$ cat src/logic/anc_tc_params.svh
// Constants for the ancillary timecode inserter
`ifndef ANC_TC_PARAMS_SVH
`define ANC_TC_PARAMS_SVH
// Register byte offsets
`define REG_CTRL 8'h00
`define REG_IDS 8'h04
`define REG_LINE 8'h08
`define REG_LOC 8'h0c
`define REG_STAT 8'h10
// Control register fields, and the override bit of the line register
`define CTRL_EN 0
`define CTRL_VITC 1
`define CTRL_GPI 2
`define CTRL_FMT_LO 3
`define CTRL_HIRATE 5
`define CTRL_R25 6
`define LINE_OVR 16
// Reset values
`define DID_RST 8'h60
`define SDID_RST 8'h60
`define LOC_RST 12'h000
// Default lines
`define L480_F1 11'h00c
`define L480_F2 11'h113
`define L576_F1 11'h008
`define L576_F2 11'h141
`define LHD_LTC 11'h00a
`define LHDI_V2 11'h23b
`define LHDP_V2 11'h009
// Packet layout
`define ADF0 10'h000
`define ADF1 10'h3ff
`define PKT_DC 8'h10
`define IX_DID 5'h03
`define IX_SDID 5'h04
`define IX_DC 5'h05
`define IX_UDW 5'h06
`define IX_CS 5'h16
`define PKT_LEN 5'h17
// Field mark position in the 64-bit timecode payload
`define FM_30 6'h1b
`define FM_25 6'h3b
`endif

$ cat src/logic/anc_tc_pkg.sv
// Types shared by the ancillary timecode inserter
package anc_tc_pkg;
   typedef struct packed {
      logic sof;
      logic field;
      logic hblank;
      logic [10:0] line;
      logic [9:0] c;
      logic [9:0] y;
   } vid_t;
   typedef struct packed {
      logic stb;
      logic [63:0] bits;
   } tc_in_t;
   typedef enum logic [1:0] {FMT_480I, FMT_576I, FMT_HDI, FMT_HDP} fmt_t;
   typedef enum logic {ST_IDLE, ST_SEND} st_t;
endpackage : anc_tc_pkg

$ cat src/logic/skid2.sv
// Two-entry buffer with valid and ready on both sides
`timescale 1ns/1ps
module skid2 #(
   parameter int WIDTH = 8
) (
   input wire logic clock,
   input wire logic rst_n,
   input wire logic in_valid,
   output logic in_ready,
   input wire logic [WIDTH-1:0] in_data,
   output logic out_valid,
   input wire logic out_ready,
   output logic [WIDTH-1:0] out_data
);
   logic [WIDTH-1:0] mem_q [2];
   logic wp_q;
   logic rp_q;
   logic [1:0] cnt_q;
   logic push;
   logic pop;

   // Full and empty come straight from the occupancy count
   assign in_ready = (cnt_q != 2'h2);
   assign out_valid = (cnt_q != 2'h0);
   assign push = in_valid && in_ready;
   assign pop = out_valid && out_ready;
   assign out_data = mem_q[rp_q];

   // Storage
   always_ff @(posedge clock) begin
      if (push) begin
         mem_q[wp_q] <= in_data;
      end
   end

   // Pointers and count
   always_ff @(posedge clock or negedge rst_n) begin
      if (!rst_n) begin
         wp_q <= 1'b0;
         rp_q <= 1'b0;
         cnt_q <= 2'h0;
      end else begin
         if (push) begin
            wp_q <= ~wp_q;
         end
         if (pop) begin
            rp_q <= ~rp_q;
         end
         cnt_q <= 2'(cnt_q + {1'b0, push} - {1'b0, pop});
      end
   end
endmodule : skid2

$ cat src/logic/anc_timecode_inserter.sv
// Inserts received timecode as an ancillary packet into the video stream
//
// Summary of operation
// - Timecode digits and binary groups pass unchanged; only field mark set.
// - Interlaced: field mark 0 in first field, 1 in second field.
// - Progressive: 0 at or below 30Hz; above, 0 then 1 per pair.
// - Field mark sits at UDW 7 bit 7, or UDW 15 bit 7 at 25fps.
// - SD default lines 12/275 for 480i and 8/321 for 576i.
// - HD interlaced default: LTC on line 10, second VITC on 571.
// - HD progressive default: LTC on line 10, second VITC on 9.
// - Timecode source selectable between balanced serial and GPI input.
// - Only the selected source is taken; the other is ignored.
// - In HD, mode chooses one LTC packet or a pair of VITC packets; SD sends a pair unless the line override is set.
// - Packet DID comes from a software register.
// - Packet SDID comes from a software register.
// - Programmable encode line replaces the format default line.
// - HD and 3G: packet placed in the luma channel only.
// - SD: packet placed across interleaved chroma and luma words.
// - Location setting picks the word offset within blanking.
//
// Decided for this implementation: strobed register access and the placing of the registers.
`include "anc_tc_params.svh"
`timescale 1ns/1ps
module anc_timecode_inserter (
   input wire logic clock,
   input wire logic rst_n,
   input wire logic [7:0] addr,
   input wire logic [31:0] wdata,
   input wire logic wr,
   input wire logic rd,
   output logic [31:0] rdata,
   input wire anc_tc_pkg::tc_in_t ser_tc,
   input wire anc_tc_pkg::tc_in_t gpi_tc,
   input wire logic in_valid,
   output logic in_ready,
   input wire anc_tc_pkg::vid_t in_word,
   output logic out_valid,
   input wire logic out_ready,
   output anc_tc_pkg::vid_t out_word
);
   logic [6:0] ctrl_q;
   logic [7:0] did_q;
   logic [7:0] sdid_q;
   logic [10:0] ovr_line_q;
   logic ovr_en_q;
   logic [11:0] loc_q;
   logic [63:0] tc_q;
   logic tc_valid_q;
   logic [7:0] pkt_cnt_q;
   logic [11:0] hpos_q;
   logic pair_q;
   anc_tc_pkg::st_t st_q;
   logic [4:0] idx_q;
   logic [63:0] ptc_q;
   logic [9:0] cs_q;
   logic fire;
   logic active;
   logic hit;
   logic sending;
   logic is_sd;
   logic fm_val;
   logic [5:0] fm_pos;
   logic [10:0] line_a;
   logic [10:0] line_b;
   logic line_b_en;
   logic [63:0] tc_fm;
   logic [63:0] t_use;
   logic [9:0] cs_new;
   logic [9:0] cs_use;
   logic [4:0] cur_idx;
   logic [4:0] nxt_idx;
   logic [9:0] w0;
   logic [9:0] w1;
   anc_tc_pkg::vid_t mod_word;
   anc_tc_pkg::fmt_t fmt;
   anc_tc_pkg::tc_in_t sel_tc;

   assign fmt = anc_tc_pkg::fmt_t'(ctrl_q[`CTRL_FMT_LO+:2]);
   assign is_sd = (fmt == anc_tc_pkg::FMT_480I) ||
                  (fmt == anc_tc_pkg::FMT_576I);
   assign fire = in_valid && in_ready;

   // Word with even parity in bit 8 and its inverse in bit 9
   function automatic logic [9:0] with_par(input logic [7:0] b);
      with_par = {~(^b), ^b, b};
   endfunction : with_par

   // One packet word, checksum slot excluded
   function automatic logic [9:0] pkt_word(input logic [4:0] i,
         input logic [63:0] t, input logic [7:0] d, input logic [7:0] s);
      logic [3:0] nib;
      logic [4:0] k;
      k = 5'(i - `IX_UDW);
      nib = 4'(t >> {k, 2'b00});
      if (i == 5'h00) begin
         pkt_word = `ADF0;
      end else if (i < `IX_DID) begin
         pkt_word = `ADF1;
      end else if (i == `IX_DID) begin
         pkt_word = with_par(d);
      end else if (i == `IX_SDID) begin
         pkt_word = with_par(s);
      end else if (i == `IX_DC) begin
         pkt_word = with_par(`PKT_DC);
      end else begin
         pkt_word = with_par({nib, 4'h0}); // Nibble in b7..b4
      end
   endfunction : pkt_word

   // Register writes: control, identifiers, line and location
   always_ff @(posedge clock or negedge rst_n) begin
      if (!rst_n) begin
         ctrl_q <= 7'h00;
         did_q <= `DID_RST;
         sdid_q <= `SDID_RST;
         ovr_line_q <= 11'h000;
         ovr_en_q <= 1'b0;
         loc_q <= `LOC_RST;
      end else if (wr) begin
         case (addr)
            `REG_CTRL: ctrl_q <= wdata[6:0];
            `REG_IDS: begin
               did_q <= wdata[7:0];
               sdid_q <= wdata[15:8];
            end
            `REG_LINE: begin
               ovr_line_q <= wdata[10:0];
               ovr_en_q <= wdata[`LINE_OVR];
            end
            `REG_LOC: loc_q <= wdata[11:0];
            default: ;
         endcase
      end
   end

   // Read data stands in the cycle after the strobe; unmapped reads zero
   always_ff @(posedge clock or negedge rst_n) begin
      if (!rst_n) begin
         rdata <= 32'h0;
      end else if (rd) begin
         case (addr)
            `REG_CTRL: rdata <= {25'h0, ctrl_q};
            `REG_IDS: rdata <= {16'h0, sdid_q, did_q};
            `REG_LINE: rdata <= {15'h0, ovr_en_q, 5'h0, ovr_line_q};
            `REG_LOC: rdata <= {20'h0, loc_q};
            `REG_STAT: rdata <= {16'h0, pkt_cnt_q, 7'h0, tc_valid_q};
            default: rdata <= 32'h0;
         endcase
      end else begin
         rdata <= 32'h0;
      end
   end

   // Source select: the other input is never looked at
   assign sel_tc = ctrl_q[`CTRL_GPI] ? gpi_tc : ser_tc;

   // Timecode capture; a source switch drops validity, a strobe wins
   always_ff @(posedge clock or negedge rst_n) begin
      if (!rst_n) begin
         tc_q <= 64'h0;
         tc_valid_q <= 1'b0;
      end else begin
         if (wr && addr == `REG_CTRL &&
             wdata[`CTRL_GPI] != ctrl_q[`CTRL_GPI]) begin
            tc_valid_q <= 1'b0;
         end
         if (sel_tc.stb) begin
            tc_q <= sel_tc.bits;
            tc_valid_q <= 1'b1;
         end
      end
   end

   // Frame pair phase for high-rate progressive, toggled per frame
   always_ff @(posedge clock or negedge rst_n) begin
      if (!rst_n) begin
         pair_q <= 1'b0;
      end else if (fire && in_word.sof) begin
         pair_q <= ~pair_q;
      end
   end

   // Word position inside horizontal blanking
   always_ff @(posedge clock or negedge rst_n) begin
      if (!rst_n) begin
         hpos_q <= 12'h000;
      end else if (fire) begin
         hpos_q <= in_word.hblank ? 12'(hpos_q + 12'h001) : 12'h000;
      end
   end

   // Target lines: format defaults unless software overrides them
   always_comb begin
      line_b_en = ctrl_q[`CTRL_VITC];
      case (fmt)
         anc_tc_pkg::FMT_480I: begin
            line_a = `L480_F1;
            line_b = `L480_F2;
            line_b_en = 1'b1;
         end
         anc_tc_pkg::FMT_576I: begin
            line_a = `L576_F1;
            line_b = `L576_F2;
            line_b_en = 1'b1;
         end
         anc_tc_pkg::FMT_HDI: begin
            line_a = `LHD_LTC;
            line_b = `LHDI_V2;
         end
         default: begin
            line_a = `LHD_LTC;
            line_b = `LHDP_V2;
         end
      endcase
      if (ovr_en_q) begin
         line_a = ovr_line_q;
         line_b_en = 1'b0;
      end
   end

   // Field mark value and position
   always_comb begin
      if (fmt != anc_tc_pkg::FMT_HDP) begin
         fm_val = in_word.field;
      end else begin
         fm_val = ctrl_q[`CTRL_HIRATE] & pair_q;
      end
      fm_pos = ctrl_q[`CTRL_R25] ? `FM_25 : `FM_30;
      tc_fm = tc_q;
      tc_fm[fm_pos] = fm_val;
   end

   // Packet start; without valid timecode no packet starts, but one already under way runs to its end
   assign active = ctrl_q[`CTRL_EN] && tc_valid_q;
   assign hit = active && fire && st_q == anc_tc_pkg::ST_IDLE &&
                in_word.hblank && hpos_q == loc_q &&
                (in_word.line == line_a ||
                 (line_b_en && in_word.line == line_b));
   assign sending = hit || (st_q == anc_tc_pkg::ST_SEND && fire);
   assign cur_idx = (st_q == anc_tc_pkg::ST_SEND) ? idx_q : 5'h00;
   assign nxt_idx = 5'(cur_idx + (is_sd ? 5'h02 : 5'h01));
   assign t_use = (st_q == anc_tc_pkg::ST_SEND) ? ptc_q : tc_fm;

   // Checksum over DID through the last user word, nine bits
   always_comb begin
      logic [8:0] sum;
      logic [9:0] wd;
      sum = 9'h000;
      wd = 10'h000;
      for (int i = `IX_DID; i < `IX_CS; i++) begin
         wd = pkt_word(5'(i), tc_fm, did_q, sdid_q);
         sum = 9'(sum + wd[8:0]); // Parity bit 9 stays out of the sum
      end
      cs_new = {~sum[8], sum};
   end
   assign cs_use = (st_q == anc_tc_pkg::ST_SEND) ? cs_q : cs_new;

   // Words for the current slot and the one after it
   always_comb begin
      w0 = (cur_idx == `IX_CS) ? cs_use :
           pkt_word(cur_idx, t_use, did_q, sdid_q);
      w1 = (5'(cur_idx + 5'h01) == `IX_CS) ? cs_use :
           pkt_word(5'(cur_idx + 5'h01), t_use, did_q, sdid_q);
   end

   // Overlay the packet words on the passing stream
   always_comb begin
      mod_word = in_word;
      if (sending) begin
         if (is_sd) begin
            mod_word.c = w0;
            if (5'(cur_idx + 5'h01) < `PKT_LEN) begin
               mod_word.y = w1;
            end
         end else begin
            mod_word.y = w0;
         end
      end
   end

   // Packet sequencer
   always_ff @(posedge clock or negedge rst_n) begin
      if (!rst_n) begin
         st_q <= anc_tc_pkg::ST_IDLE;
         idx_q <= 5'h00;
      end else if (sending) begin
         idx_q <= nxt_idx;
         st_q <= (nxt_idx >= `PKT_LEN) ? anc_tc_pkg::ST_IDLE :
                 anc_tc_pkg::ST_SEND;
      end
   end

   // Payload and checksum frozen for the length of one packet
   always_ff @(posedge clock or negedge rst_n) begin
      if (!rst_n) begin
         ptc_q <= 64'h0;
         cs_q <= 10'h000;
         pkt_cnt_q <= 8'h00;
      end else if (hit) begin
         ptc_q <= tc_fm;
         cs_q <= cs_new;
         pkt_cnt_q <= 8'(pkt_cnt_q + 8'h01);
      end
   end

   // A stall downstream holds the input, so no word is lost
   skid2 #(.WIDTH($bits(anc_tc_pkg::vid_t))) u_buf (
      .clock(clock),
      .rst_n(rst_n),
      .in_valid(in_valid),
      .in_ready(in_ready),
      .in_data(mod_word),
      .out_valid(out_valid),
      .out_ready(out_ready),
      .out_data(out_word)
   );

   AST_IDLE_PASS: assert property (@(posedge clock)
      disable iff (!rst_n) !active |-> mod_word == in_word)
      else $error("stream altered while inactive");
   AST_FM_INTERLACED: assert property (@(posedge clock)
      disable iff (!rst_n)
      hit && fmt != anc_tc_pkg::FMT_HDP |=> ptc_q[fm_pos] ==
      $past(in_word.field))
      else $error("field mark differs from field");
   AST_FM_LOWRATE: assert property (@(posedge clock)
      disable iff (!rst_n)
      hit && fmt == anc_tc_pkg::FMT_HDP && !ctrl_q[`CTRL_HIRATE]
      |=> !ptc_q[fm_pos])
      else $error("field mark set at low rate");
   AST_FM_POS: assert property (@(posedge clock)
      disable iff (!rst_n)
      fm_pos == (ctrl_q[`CTRL_R25] ? 6'h3b : 6'h1b))
      else $error("field mark position wrong");
   AST_TC_COPY: assert property (@(posedge clock)
      disable iff (!rst_n)
      hit |=> (ptc_q ^ $past(tc_q)) == (64'h1 << $past(fm_pos)) ||
      ptc_q == $past(tc_q))
      else $error("timecode altered beyond field mark");
   AST_UNSEL_IGNORED: assert property (@(posedge clock)
      disable iff (!rst_n)
      !sel_tc.stb |=> tc_q == $past(tc_q))
      else $error("timecode taken from unselected input");
   AST_HD_LUMA: assert property (@(posedge clock)
      disable iff (!rst_n)
      !is_sd |-> mod_word.c == in_word.c)
      else $error("chroma altered in HD");
   AST_DID: assert property (@(posedge clock)
      disable iff (!rst_n)
      sending && !is_sd && cur_idx == `IX_DID |->
      mod_word.y[7:0] == did_q)
      else $error("DID word wrong");
   AST_SD_CHROMA: assert property (@(posedge clock)
      disable iff (!rst_n)
      hit && is_sd |-> mod_word.c == `ADF0 && mod_word.y == `ADF1)
      else $error("SD packet start wrong");
endmodule : anc_timecode_inserter

$ cat config.mk
export PLATFORM = sky130hd
export DESIGN_NAME = anc_timecode_inserter
export DESIGN_NICKNAME = d
export VERILOG_FILES = /design/src/logic/anc_tc_pkg.sv /design/src/logic/skid2.sv /design/src/logic/anc_timecode_inserter.sv
export VERILOG_INCLUDE_DIRS = /design/src /design/src/logic
export SDC_FILE = /design/constraint.sdc
export NUM_CORES = 1
export LEC_CHECK = 0
export BUFFER_PORTS_ARGS = -buffer_cell sky130_fd_sc_hd__clkbuf_2
export CORE_MARGIN = 2
export CORE_UTILIZATION = 55
export CTS_BUF_LIST = sky130_fd_sc_hd__clkbuf_2 sky130_fd_sc_hd__clkbuf_4 sky130_fd_sc_hd__clkbuf_8
export DETAILED_ROUTE_END_ITERATION = 12
export PLACE_DENSITY = 0.85
export REMOVE_ABC_BUFFERS = 1
export SKIP_LAST_GASP = 1
export SLEW_MARGIN = 20
export SYNTH_ARGS = -nofsm -noshare
export SYNTH_HDL_FRONTEND = slang
export SYNTH_SLANG_ARGS = --single-unit
$ cat constraint.sdc
create_clock -name clock -period 6.55 [get_ports clock]
set_input_delay 1.31 -clock clock [delete_from_list [all_inputs] [get_ports clock]]
set_output_delay 1.31 -clock clock [all_outputs]
set_load 0.01 [all_outputs]
== Yosys cells after proc, flatten, opt, wreduce, memory -nomap -nowiden ==
Memories as Yosys holds them, arrays and structs flattened.
Index checks and enable logic that the tools add are counted.

* $add $sub $neg: 26
* $lt $le $gt $ge: 6
* Equal/unequal tests: 20
* Shift operators: 2
* Multiplexer cells: 39
* Bitwise logic cells: 10
* Reduce and logical (&&, ||, !) cells: 48

{| class="wikitable"
|+ Operators by type and width
! cell !! number
|-
| 10-bit two-way mux || 16
|-
| 8-bit parity || 20
|-
| 9-bit adder || 17
|-
| 64-bit by 7-bit right shift with 4-bit output || 2
|-
| 17-bit case mux with 5 select lines || 1
|-
| 65-bit two-way mux || 1
|-
| 64-bit bitwise mux || 1
|-
| 64-bit two-way mux || 1
|-
| 32-bit two-way mux || 1
|-
| 10-bit case mux with 3 select lines || 1
|-
| 11-bit == test || 2
|-
| 5-bit by 3-bit == test with 1-bit output, second input constant || 4
|-
| 20-bit two-way mux || 1
|-
| 8-bit by 4-bit == test with 1-bit output, second input constant || 2
|-
| 1-bit logical AND || 14
|-
| 12-bit by 1-bit adder with 12-bit output, second input constant || 1
|-
| 12-bit == test || 1
|-
| 12-bit two-way mux || 1
|-
| 11-bit two-way mux || 1
|-
| 5-bit by 2-bit == test with 1-bit output, second input constant || 2
|-
| 5-bit == test, second input constant || 2
|-
| 5-bit logical NOT || 2
|-
| 5-bit by 2-bit < comparator with 1-bit output, second input constant || 2
|-
| 5-bit by 3-bit subtractor with 5-bit output, second input constant || 2
|-
| 30 further kinds || 53
|}

* Bits in registers: 249
* Bits in writable memories: 68
* Input port bits: 210
* Logic and storage cells: 171
* Memories kept: 1

{| class="wikitable"
|+ Memories
! name !! words !! width !! rd ports !! clocked after memory_dff !! write ports !! line !! RTL
|-
| u_buf.mem_q || 2 || 34 || 1 || 0 || 1 || skid2.sv:15 || <nowiki>logic [WIDTH-1:0] mem_q [2];</nowiki>
|}

== Longest topological paths before layout ==
Gate-level depths: netlist of the first run.

* Word-level depth: 29
* Mapped depth: 25
* Gate-level depth less buffers: 24

== Hierarchy ==
A second synthesis of the first run with hierarchy kept.

* Cells, all modules: 1781
* Area, all modules: 18636.6 um^2

{| class="wikitable"
|+ Modules (own cells, without submodules)
! module !! instances !! cells an instance !! area an instance (um^2) !! seq. area each (um^2)
|-
| anc_timecode_inserter || 1 || 1653 || 15957.8 || 5760.5
|-
| skid2 || 1 || 128 || 2678.8 || 2142.1
|}

== Worst setup path before layout of the first run ==
No wires, ideal clock.

* Kind: input to register
* From: input port in_word[32] (netlist name)
* To: register cs_q[8]
* Setup time: 0.118 ns
* Arrival time: 6.420 ns
* Setup slack: 0.012 ns
* Stages on the path: 20
* Path buffers: 0
* Cell sequence: nand2_1 o21ai_0 mux2_2 fa_1 fa_1 fa_1 fa_1 fa_1 inv_1 fa_1 fa_1 xnor2_1 xnor2_1 xnor2_1 xnor2_1 xnor2_1 xnor2_1 xnor2_1 nor2_1 a21o_1

* Elaborated cells on any way between the ends: 34

{| class="wikitable"
|+ RTL lines
! item !! line !! RTL
|-
| from (decl) || anc_timecode_inserter.sv:36 || <nowiki>input wire anc_tc_pkg::vid_t in_word,</nowiki>
|-
| 1-bit two-way mux * || anc_timecode_inserter.sv:223 || <nowiki>if (fmt != anc_tc_pkg::FMT_HDP) begin</nowiki>
|-
| 64-bit bitwise mux * || anc_timecode_inserter.sv:230 || <nowiki>tc_fm[fm_pos] = fm_val;</nowiki>
|-
| net tc_fm[27] || anc_timecode_inserter.sv:66 || <nowiki>logic [63:0] tc_fm;</nowiki>
|-
| 8-bit parity || anc_timecode_inserter.sv:85 || <nowiki>with_par = {~(^b), ^b, b};</nowiki>
|-
| 9-bit adder * (10 in series) || anc_timecode_inserter.sv:252 || <nowiki>sum = 9'(sum + wd[8:0]);</nowiki>
|-
| to (signal assigned) || anc_timecode_inserter.sv:301 || <nowiki>cs_q <= cs_new;</nowiki>
|-
| to (decl) || anc_timecode_inserter.sv:55 || <nowiki>logic [9:0] cs_q;</nowiki>
|}

The timed path passes the listed nets; every way through them passes the cells marked *.
A chain may end at the register's enable or synchronous reset.

== Worst setup path after layout of the first run ==
Ends and elaborated chain as after synthesis.

==> results of run 1 <==
-- through the flow --
step	power (mW)	setup TNS, ps	setup slack (ps)	instances
2_1_floorplan	4.507	-47330	-733.7	1584
3_3_place_gp	5.273	-1144	-452.0	2294
3_5_place_dp	5.383	-1682	-533.9	2294
4_1_cts	7.162	0	71.95	2386
5_1_grt	7.616	0	51.84	2387
6_report	7.155	0	258.7	2387
-- power by group through the flow --
stage / registers (mW) / logic (mW) / clock network, mW
4_1_cts: 2.25 / 3.12 / 1.79
2_1_floorplan: 2.28 / 2.23 / 0
3_5_place_dp: 2.29 / 3.09 / 0
5_1_grt: 2.28 / 3.47 / 1.87
3_3_place_gp: 2.27 / 3.00 / 0
6_report: 2.26 / 3.13 / 1.76
-- timing repair --
action                                  in CTS  in global routing
hold endpoints to repair                     0                  0
endpoints found under the setup margin       0                  2
gates resized for setup                      0                  3
hold buffers                                 0                  0
buffers inserted                             0                  0
-- registers in the layout (all words and copies together) (netlist names), 8 cells and up --
signal       cells
u_buf.mem_q     68
ptc_q           64
tc_q            64
rdata           17
hpos_q          12
loc_q           12
ovr_line_q      11
cs_q            10
did_q            8
pkt_cnt_q        8
sdid_q           8
-- cell families after synthesis --
family | after synthesis | synth area share (%)
AOI/OAI and AO/OA | 304 | 10.32
xor gates and xnor gates | 144 | 6.933
adders and majority gates | 92 | 8.496
buffers and inverters | 223 | 5.111
DFF | 302 | 42.93
muxes | 264 | 17.69
other | 1 | 0.02037
and+or+nand+nor | 342 | 8.497
-- worst max-delay path, cell delays in order --
cell	delay (ps)
clkbuf_2	110
nand2_1	70
o21ai_2	100
mux2_4	320
fa_1	470
fa_1	530
fa_1	440
fa_1	520
fa_1	540
inv_1	50
fa_1	500
fa_1	460
xnor2_1	200
xnor2_1	150
xnor2_1	150
xnor2_1	150
xnor2_1	150
xnor2_1	160
xnor2_1	140
nor2_1	70
a21o_1	150
-- placed cells by master, fill, tap and decap left out, drive strengths merged, types with 7 or more instances in the layout --
| cell type | n |
|---|---|
| xnor2 | 118 |
| clkbuf | 323 |
| inv | 119 |
| dfrtp | 230 |
| nor2 | 56 |
| conb | 15 |
| nand4 | 14 |
| xor2 | 26 |
| buf | 23 |
| nand2 | 178 |
| o21ai | 144 |
| and3 | 11 |
| mux2 | 135 |
| mux4 | 35 |
| nor2b | 7 |
| nand3 | 23 |
| o211ai | 9 |
| and2 | 9 |
| clkinv | 13 |
| o22ai | 11 |
| mux2i | 94 |
| a21oi | 41 |
| fa | 55 |
| a22oi | 16 |
| nor3 | 11 |
| edfxtp | 68 |
| ha | 37 |
| a221oi | 12 |
-- cell type report --
type / instances / area [um2] / share of cell area, %
well taps: 442 / 553.0 / 2.624
multi-input cells: 1161 / 9647 / 45.76
repair buffers: 269 / 1444 / 6.850
clock inverters: 15 / 138.9 / 0.6589
flip-flops and latches: 302 / 7908 / 37.51
clock buffers: 77 / 934.6 / 4.434
inverters: 121 / 454.2 / 2.155
-- cells in the mapped netlist, types with 6 or more instances --
cell	number	area share, %
dfrtp_1	230	31
nand2_1	177	3.6
o21ai_0	139	3.8
mux2_2	131	8.0
inv_1	118	2.4
xnor2_1	116	5.5
mux2i_1	94	5.1
edfxtp_1	68	11
clkbuf_1	55	1.1
fa_1	55	6.0
nor2_1	55	1.1
a21oi_1	41	1.1
ha_1	37	2.5
mux4_2	33	4.0
xor2_1	26	1.2
nand3_1	23	0.63
buf_1	18	0.37
buf_4	18	0.73
a22oi_1	16	0.65
nand4_1	14	0.48
a221oi_1	12	0.57
and3_1	11	0.37
nor3_1	11	0.30
o22ai_1	11	0.37
buf_2	8	0.22
and2_1	7	0.24
nor2b_1	7	0.24
a21o_1	6	0.24
o211ai_1	6	0.24
o31ai_1	6	0.24
or3_1	6	0.20
or4_1	6	0.24
-- per-layer routing --
layer  up-vias  track usage (%)
met5         -                0
met4         0            10.07
met3       142            4.503
met2       697            45.85
met1      6909            37.01
li1       6342                -
-- path summary, 6_finish.rpt --
kind | from | cells past startpoint | slack (ps) | endpoint
worst max-delay path | in_word[32] | 21 | 260 | cs_q[8]
worst min-delay path | pair_q | 1 | 480 | pair_q
worst max register to register | ctrl_q[3] | 21 | 630 | cs_q[8]
worst min register to register | pair_q | 1 | 480 | pair_q
max in group asynchronous | rst_n | 2 | 4490 | ctrl_q[2]
min in group asynchronous | rst_n | 1 | 800 | tc_q[37]
==> flow_summary.toml, run 1 <==
[logic_synthesis]
synthFlopType = "dfrtp_1"
synth.avg_cell_area_um2 = 11.01
synth_enable_flop_cells = 68
async_flop_share_pct = 77.48
netlist_area_um2 = 18410
yosysWarnings = 0
synthCells = 1672
seq_area_frac_synth_pct = 42.93
yosys_register_bits = 302
synth_cell_types = 80

[place]
gp_congestion = 0.9418
portBuffers = 247
placed_cell_area_um2 = 19970
post-dp-hpwl_um = 35570

[cts]
htreeDepth = 2
clk_pin_slew_ps = 60
clk_latency_ps = 580
tritoncts = "yes"
cts-buffers-inserted = 50
cts_buffer_depth = 3
cts-root-buf = "clkbuf_8"
clock_sinks = 302

[floorplanning]
core-area_um2 = 32780
num_io_pins = 278
rows = 66
die_w_um = 186.9
initial_core_util_pct = 56.15
die_area_um2 = 34950
die_h_um = 186.9

[status]
status = "finished clean"

[global_route]
grt.overflow.total = 0
grt_pass1_vias = 14369
grt_start_max_net_pins = 131
grt_pass1_wl_um = 76760
globalRouteTotalUtil_pct = 27.67
antenna_found_initial = 0

[route]
firstDrtPassIters = 5
wl_met3_um = 3619
drt-total-wl_um = 48280
drtIter0Drc = 1133
routedWlPerCell_um = 20.22
postRouteAntennaNets = 0
drc = 0
top_layer_used = "met4"
num_vias = 14090
via_per_inst = 5.903
routed-wl-met2_um = 23110
met1_length_um = 19800

[sta]
hold_slack_ps = 476.3
hold_violations = 0
slew_headroom_pct = 31.99
finClkSkew_ps = 21.27
setup_viol = 0
timing.final.crit_share_pct = 96.05
drv_slew = 0
grt_setup_unrepaired = "false"
fmax_mhz = 159.0
period_needed_ps = 6291
worst_pin_slew_ps = 1020

[pwr]
pwr-share-comb_pct = 43.8
p_switching_mw = 2.541
p_seq_share_pct = 31.6
p_leak_nw = 9.466
power_density_nw_per_um2 = 339.5
ir_worst_vdd_mv = 0.3843
clkPwrFrac_pct = 24.7
p_sw_share_pct = 35.51
cell_internal_pwr_mw = 4.614

[final_layout]
num-nets-final = 2207
final_layout_size_suffix_gt1_share_pct = 28.33
diodes = 0
fill_cells = 2492
postLayoutCoreUtil_pct = 64.30
fin_area_um2 = 21080
area_delta_synth_final_pct = 14.51

[worst_setup_path]
cp-start-kind = "input pin"
required_ps = 7010
arrival_ps = 6750
end_kind = "flop"
path_class = "in2reg"
crit_path_max_fanout = 3

[hold_path]
holdCritPathClass = "reg2reg"

[flow_run]
drv_cap = 0
Power figures use the tool's default switching activity.
==> inputs of run 2 (changes only) <==
- CTS_CLUSTER_DIAMETER: not set -> 30
- SYNTH_HIERARCHICAL: not set -> 1
==> run 2 against run 1 <==
Combinational power is 66% higher. Fmax is 2.0% lower. Design area is 3.4% higher. Worst setup slack worse by 130 ps. Synthesized cell count is 6.5% higher. Register-to-register slack worse by 180 ps. Wire length is 8.2% higher. Non-clock buffer count is 5 higher. Worst hold slack worse by 4.8 ps. Count of clock-buffer cells in the layout is 9 higher. Highest routed layer unchanged.
==> flow_summary.toml, run 2 <==
[cts]
clk_latency_ps = 630
cts-root-buf = "clkbuf_8"
cts_buffer_depth = 3
clk_pin_slew_ps = 50
tritoncts = "yes"
cts-buffers-inserted = 68
clock_sinks = 302
htreeDepth = 3

[global_route]
grt_pass1_vias = 15147
globalRouteTotalUtil_pct = 29.82
grt_pass1_wl_um = 82420
grt.overflow.total = 0
grt_start_max_net_pins = 121
antenna_found_initial = 0

[logic_synthesis]
yosys_register_bits = 302
seq_area_frac_synth_pct = 42.40
synth.avg_cell_area_um2 = 10.46
async_flop_share_pct = 77.48
synth_area_leaders = "dfrtp_1, edfxtp_1, mux2_2, fa_1, xnor2_1"
synth_common_cells = "nand2_1, dfrtp_1, o21ai_0"
synthCells = 1781
yosys.area.top_type_share_pct = 30.88
synth_enable_flop_cells = 68
synthFlopType = "dfrtp_1"
synth_most_common_cell = "nand2_1"
synth_cell_types = 84
netlist_area_um2 = 18640
yosysWarnings = 6
synth_top_cell_by_area = "dfrtp_1"

[place]
numPlacedInstances = 2401
portBuffers = 247
gp_congestion = 0.9577
post-dp-hpwl_um = 38140
dp_worst_setup_slack_ps = -535.6

[sta]
hold_violations = 0
fmax_mhz = 155.8
period_needed_ps = 6419
setup_viol = 0
finClkSkew_ps = 51.27
slew_headroom_pct = 33.00
worst_pin_slew_ps = 1005
timing.final.crit_share_pct = 98.00
finalWorstSetupSlack_ps = 131.3
drv_slew = 0

[route]
drtIter0Drc = 1415
firstDrtPassIters = 6
via_per_inst = 5.878
drc = 0
routedWlPerCell_um = 20.66
drt-total-wl_um = 52240
postRouteAntennaNets = 0
num_vias = 14859

[worst_setup_path]
end_kind = "flop"
crit_path_max_fanout = 3
path_class = "in2reg"
required_ps = 7050
arrival_ps = 6910
cp-start-kind = "input pin"

[floorplanning]
initial_core_util_pct = 55.72
die_h_um = 188.1
die_area_um2 = 35370
core-area_um2 = 33450
die_w_um = 188.1
rows = 67
num_io_pins = 278

[status]
status = "finished clean"

[final_layout]
final_cell_mix = "nand2_1, clkbuf_2, dfrtp_1"
largest_reg_flops = 68
layout_commonest_cell = "nand2_1"
diodes = 0
num-nets-final = 2326
final_layout_size_suffix_gt1_share_pct = 27.79
area_delta_synth_final_pct = 16.98
reg_top3 = "u_buf/mem_q x68, ptc_q x64, tc_q x64"
regMostFlops = "u_buf/mem_q"
final_cells = 2528

[pwr]
ir_worst_vdd_mv = 0.5484
power_density_nw_per_um2 = 459.6
p_leak_nw = 9.773

[flow_run]
drv_cap = 0

[hold_path]
holdCritPathClass = "reg2reg"
## run 2: cell count changes in the layout (fill, tap and decap cells not counted), sizes merged, moves of 10 or more
cell	before	now
nor2	56	71
mux2	135	120
nand2	178	262
mux4	35	24
o22ai	11	21
## run 2: stage by stage
step / TNS [ps] / power (mW) / area [um2] / utilization [%] / hold slack [ps]
after detailed placement: -1702 / 7.443 / 20190 / 60.35 / 455.6
after floorplan: -47950 / 6.015 / 18150 / - / 438.5
final: 0 / 10.02 / 21800 / 65.18 / 471.4
after global routing: -173.7 / 10.61 / 21800 / 65.18 / 494.8
after CTS: 0 / 9.878 / 21750 / 65.01 / 467.5
after global placement: -1181 / 7.341 / 20180 / 60.33 / 448.9
## run 2: critical path, cell delays in order
cell	delay (ps)
buf_6	100
a21boi_2	140
a41o_1	270
mux2i_1	220
inv_1	90
fa_1	520
fa_1	580
fa_1	440
fa_1	490
fa_1	490
inv_1	50
fa_1	450
fa_2	370
xor2_2	170
xnor2_2	150
xnor2_1	200
xnor2_1	120
xnor2_1	210
xnor2_1	160
xnor2_1	130
nand2_1	80
o21a_1	150
## run 2: what timing repair did
action,CTS,global route
setup endpoints to repair,0,2
gates resized for setup,0,10
hold endpoints to repair,0,0
hold buffers,0,0
buffers inserted,0,2
## run 2: cell type report
class / count / area, um2
timing repair buffer: 274 / 1468
multi-input combinational: 1265 / 9877
fill: 2526 / 11650
sequential: 302 / 7908
inverter: 114 / 427.9
tap: 448 / 560.5
clock inverter: 39 / 451.7
clock buffer: 86 / 1109
## run 2: power breakdown
| part | total (mW) | switching (mW) | internal, mW |
|---|---|---|---|
| Sequential | 2.43 | 0.224 | 2.20 |
| Clock | 2.38 | 0.977 | 1.40 |
| Combinational | 5.21 | 2.93 | 2.28 |
## run 2: path summary, 6_finish.rpt
check	cells past startpoint	start	end	slack [ps]
max reg2reg	21	ctrl_q[3]	cs_q[9]	450
max	22	in_word[32]	cs_q[9]	130
min reg2reg	2	cs_q[5]	cs_q[5]	470
min in group asynchronous	1	rst_n	u_buf/cnt_q[1]	720
min	2	cs_q[5]	cs_q[5]	470
max in group asynchronous	2	rst_n	st_q	4620
## run 2: layer usage
| metal | global-route usage (%) | vias to the layer above | share of wire, % |
|---|---|---|---|
| met2 | 49.32 | 753 | 48 |
| li1 | - | 6714 | - |
| met1 | 37.42 | 7222 | 39 |
| met4 | 15.08 | 0 | 4.8 |
| met5 | 0 | - | 0 |
| met3 | 5.877 | 170 | 8.2 |
## run 2: logic make-up after synthesis
family	count (synthesis)	synth area share [%]
xor+xnor	144	6.882
buf+inv	228	5.190
compound gates	324	11.04
flops	302	42.40
fa+ha+maj	91	8.325
simple gates	453	10.88
other cells	1	0.02012
mux	238	15.27
==> inputs of run 3 (changes only) <==
- BUFFER_PORTS_ARGS: -buffer_cell sky130_fd_sc_hd__clkbuf_2 -> not set
- CAP_MARGIN: not set -> 20
- CORE_MARGIN: 2 -> not set
- DONT_BUFFER_PORTS: not set -> 1
- PLACE_DENSITY: 0.85 -> 0.78
==> run 3 against run 2 <==
Register-to-register slack worse by 80 ps. First-iteration DRC count down 15%. Via count shrank 6.9%. Count of clock-buffer cells in the layout rose by 5. Largest power group unchanged.
==> flow_summary.toml, run 3 (synthesis gave the netlist of run 2 again) <==
[status]
status = "finished clean"

[cts]
htreeDepth = 3
clk_pin_slew_ps = 50
clk_latency_ps = 650
tritoncts = "yes"
ctsHoldBuffers = 0
cts_buffer_depth = 3
cts-buffers-inserted = 73
cts-root-buf = "clkbuf_8"
clock_sinks = 302

[place]
post-dp-hpwl_um = 36650
portBuffers = 0
gp_congestion = 0.9715
dp_worst_setup_slack_ps = -444.2
placed_cell_area_um2 = 18950

[sta]
fmax_mhz = 159.2
finalWorstSetupSlack_ps = 267.0
drv_slew = 0
slew_headroom_pct = 23.50
period_needed_ps = 6283
hold_slack_ps = 374.9
hold_violations = 0
finClkSkew_ps = 56.12
worst_pin_slew_ps = 1148
grt_setup_unrepaired = "false"
setup_viol = 0
timing.final.crit_share_pct = 95.92

[global_route]
grt_pass1_wl_um = 78130
antenna_found_initial = 0
grt_pass1_vias = 13778
globalRouteTotalUtil_pct = 30.05
grt.overflow.total = 0
grt_start_max_net_pins = 235

[worst_setup_path]
required_ps = 7070
arrival_ps = 6800
slowest_stage = "fa_1"
r2r-end = "cs_q[9]"
cp_top_family = "adder cells"
end_kind = "flop"
timing.rr.start = "ctrl_q[3]"
path_class = "in2reg"
crit_chain = "a21boi_0, a41o_1, mux2i_1, inv_1, fa_1, fa_1, fa_1, fa_1, fa_1, inv_1, fa_1, fa_2, xor2_1, xnor2_1, xnor2_1, xnor2_1, xnor2_1, xnor2_1, xnor2_1, nand2_1, o21a_1"
crit_buf_inv = 2
crit_path_max_fanout = 3
regToRegSetupSlack_ps = 370
crit_path_max_incr_delay_ps = 580
cp-start-kind = "input pin"
rr_worst_depth = 21

[route]
routedWlPerCell_um = 22.06
drtIter0Drc = 1203
firstDrtPassIters = 5
num_vias = 13828
postRouteAntennaNets = 0
via_per_inst = 6.033
drt-total-wl_um = 50560
drc = 0

[pwr]
total_power_mw = 9.739
power_density_nw_per_um2 = 473.5
ir_worst_vdd_mv = 0.5412
p_leak_nw = 8.709

[floorplanning]
initial_core_util_pct = 55.72
die_h_um = 186.1
die_w_um = 186.1
core-area_um2 = 33450
num_io_pins = 278
die_area_um2 = 34630
rows = 67

[final_layout]
largest_reg_flops = 68
fin_area_um2 = 20570
final_cell_mix = "nand2_1, dfrtp_1, o21ai_0"
area_delta_synth_final_pct = 10.37
regMostFlops = "u_buf/mem_q"
final_layout_size_suffix_gt1_share_pct = 18.38
reg_top3 = "u_buf/mem_q x68, ptc_q x64, tc_q x64"
layout_commonest_cell = "nand2_1"
num-nets-final = 2086
diodes = 0

[flow_run]
drv_cap = 0

[hold_path]
holdCritPathClass = "in2async"
-- run 3: cell types whose count changed in the layout (fill, tap and decap cells not counted), moves of 2 or more --
cell | previous run | this run
buf_4 | 26 | 29
clkinv_2 | 11 | 13
clkinvlp_4 | 5 | 14
inv_12 | 4 | 1
clkbuf_8 | 74 | 78
clkbuf_2 | 245 | 0
clkinv_4 | 6 | 4
-- run 3: area by class of cell --
type | count | area [um2]
inverter | 114 | 427.9
clock buffer | 91 | 1171
clock inverter | 43 | 434.2
sequential | 302 | 7908
tap | 448 | 560.5
fill | 2635 | 12880
multi-input combinational | 1265 | 9849
timing repair buffer | 29 | 217.7
-- run 3: worst max path at each step --
| stage | from | to | slack, ps | cells after the start |
|---|---|---|---|---|
| after floorplan | ctrl_q[2] | tc_q[0] | -740 | 2 |
| after global placement | in_word[32] | cs_q[9] | -370 | 21 |
| after detailed placement | in_word[32] | cs_q[9] | -440 | 21 |
| after CTS | in_word[32] | cs_q[9] | 200 | 21 |
| after global routing | in_word[32] | cs_q[9] | 4 | 21 |
| final | in_word[32] | cs_q[9] | 270 | 21 |
-- run 3: repair_timing --
action | 4_1_cts | 5_1_grt
setup endpoints to repair | 0 | 2
setup buffers | 0 | 1
gates resized for setup | 0 | 1
-- run 3: per-layer routing --
metal  vias up  GRT usage [%]  wire length [um]
met1      6780          37.49             19760
met4         0          14.23              2083
li1       6229              -                 -
met2       681          49.15             24300
met5         -              0                 0
met3       138          7.239              4411
-- run 3: metrics by stage --
stage	TNS (ps)	std cells	util (%)
finish	0	2292	61.49
floorplan	-47950	1681	-
detailed placement	-1019	2157	56.66
CTS	0	2291	61.46
global placement	-680.7	2157	56.66
global route	0	2292	61.49
-- run 3: where the power goes --
group,switching (mW),internal (mW)
registers,0.220,2.21
logic,2.77,2.15
clock network,0.984,1.41
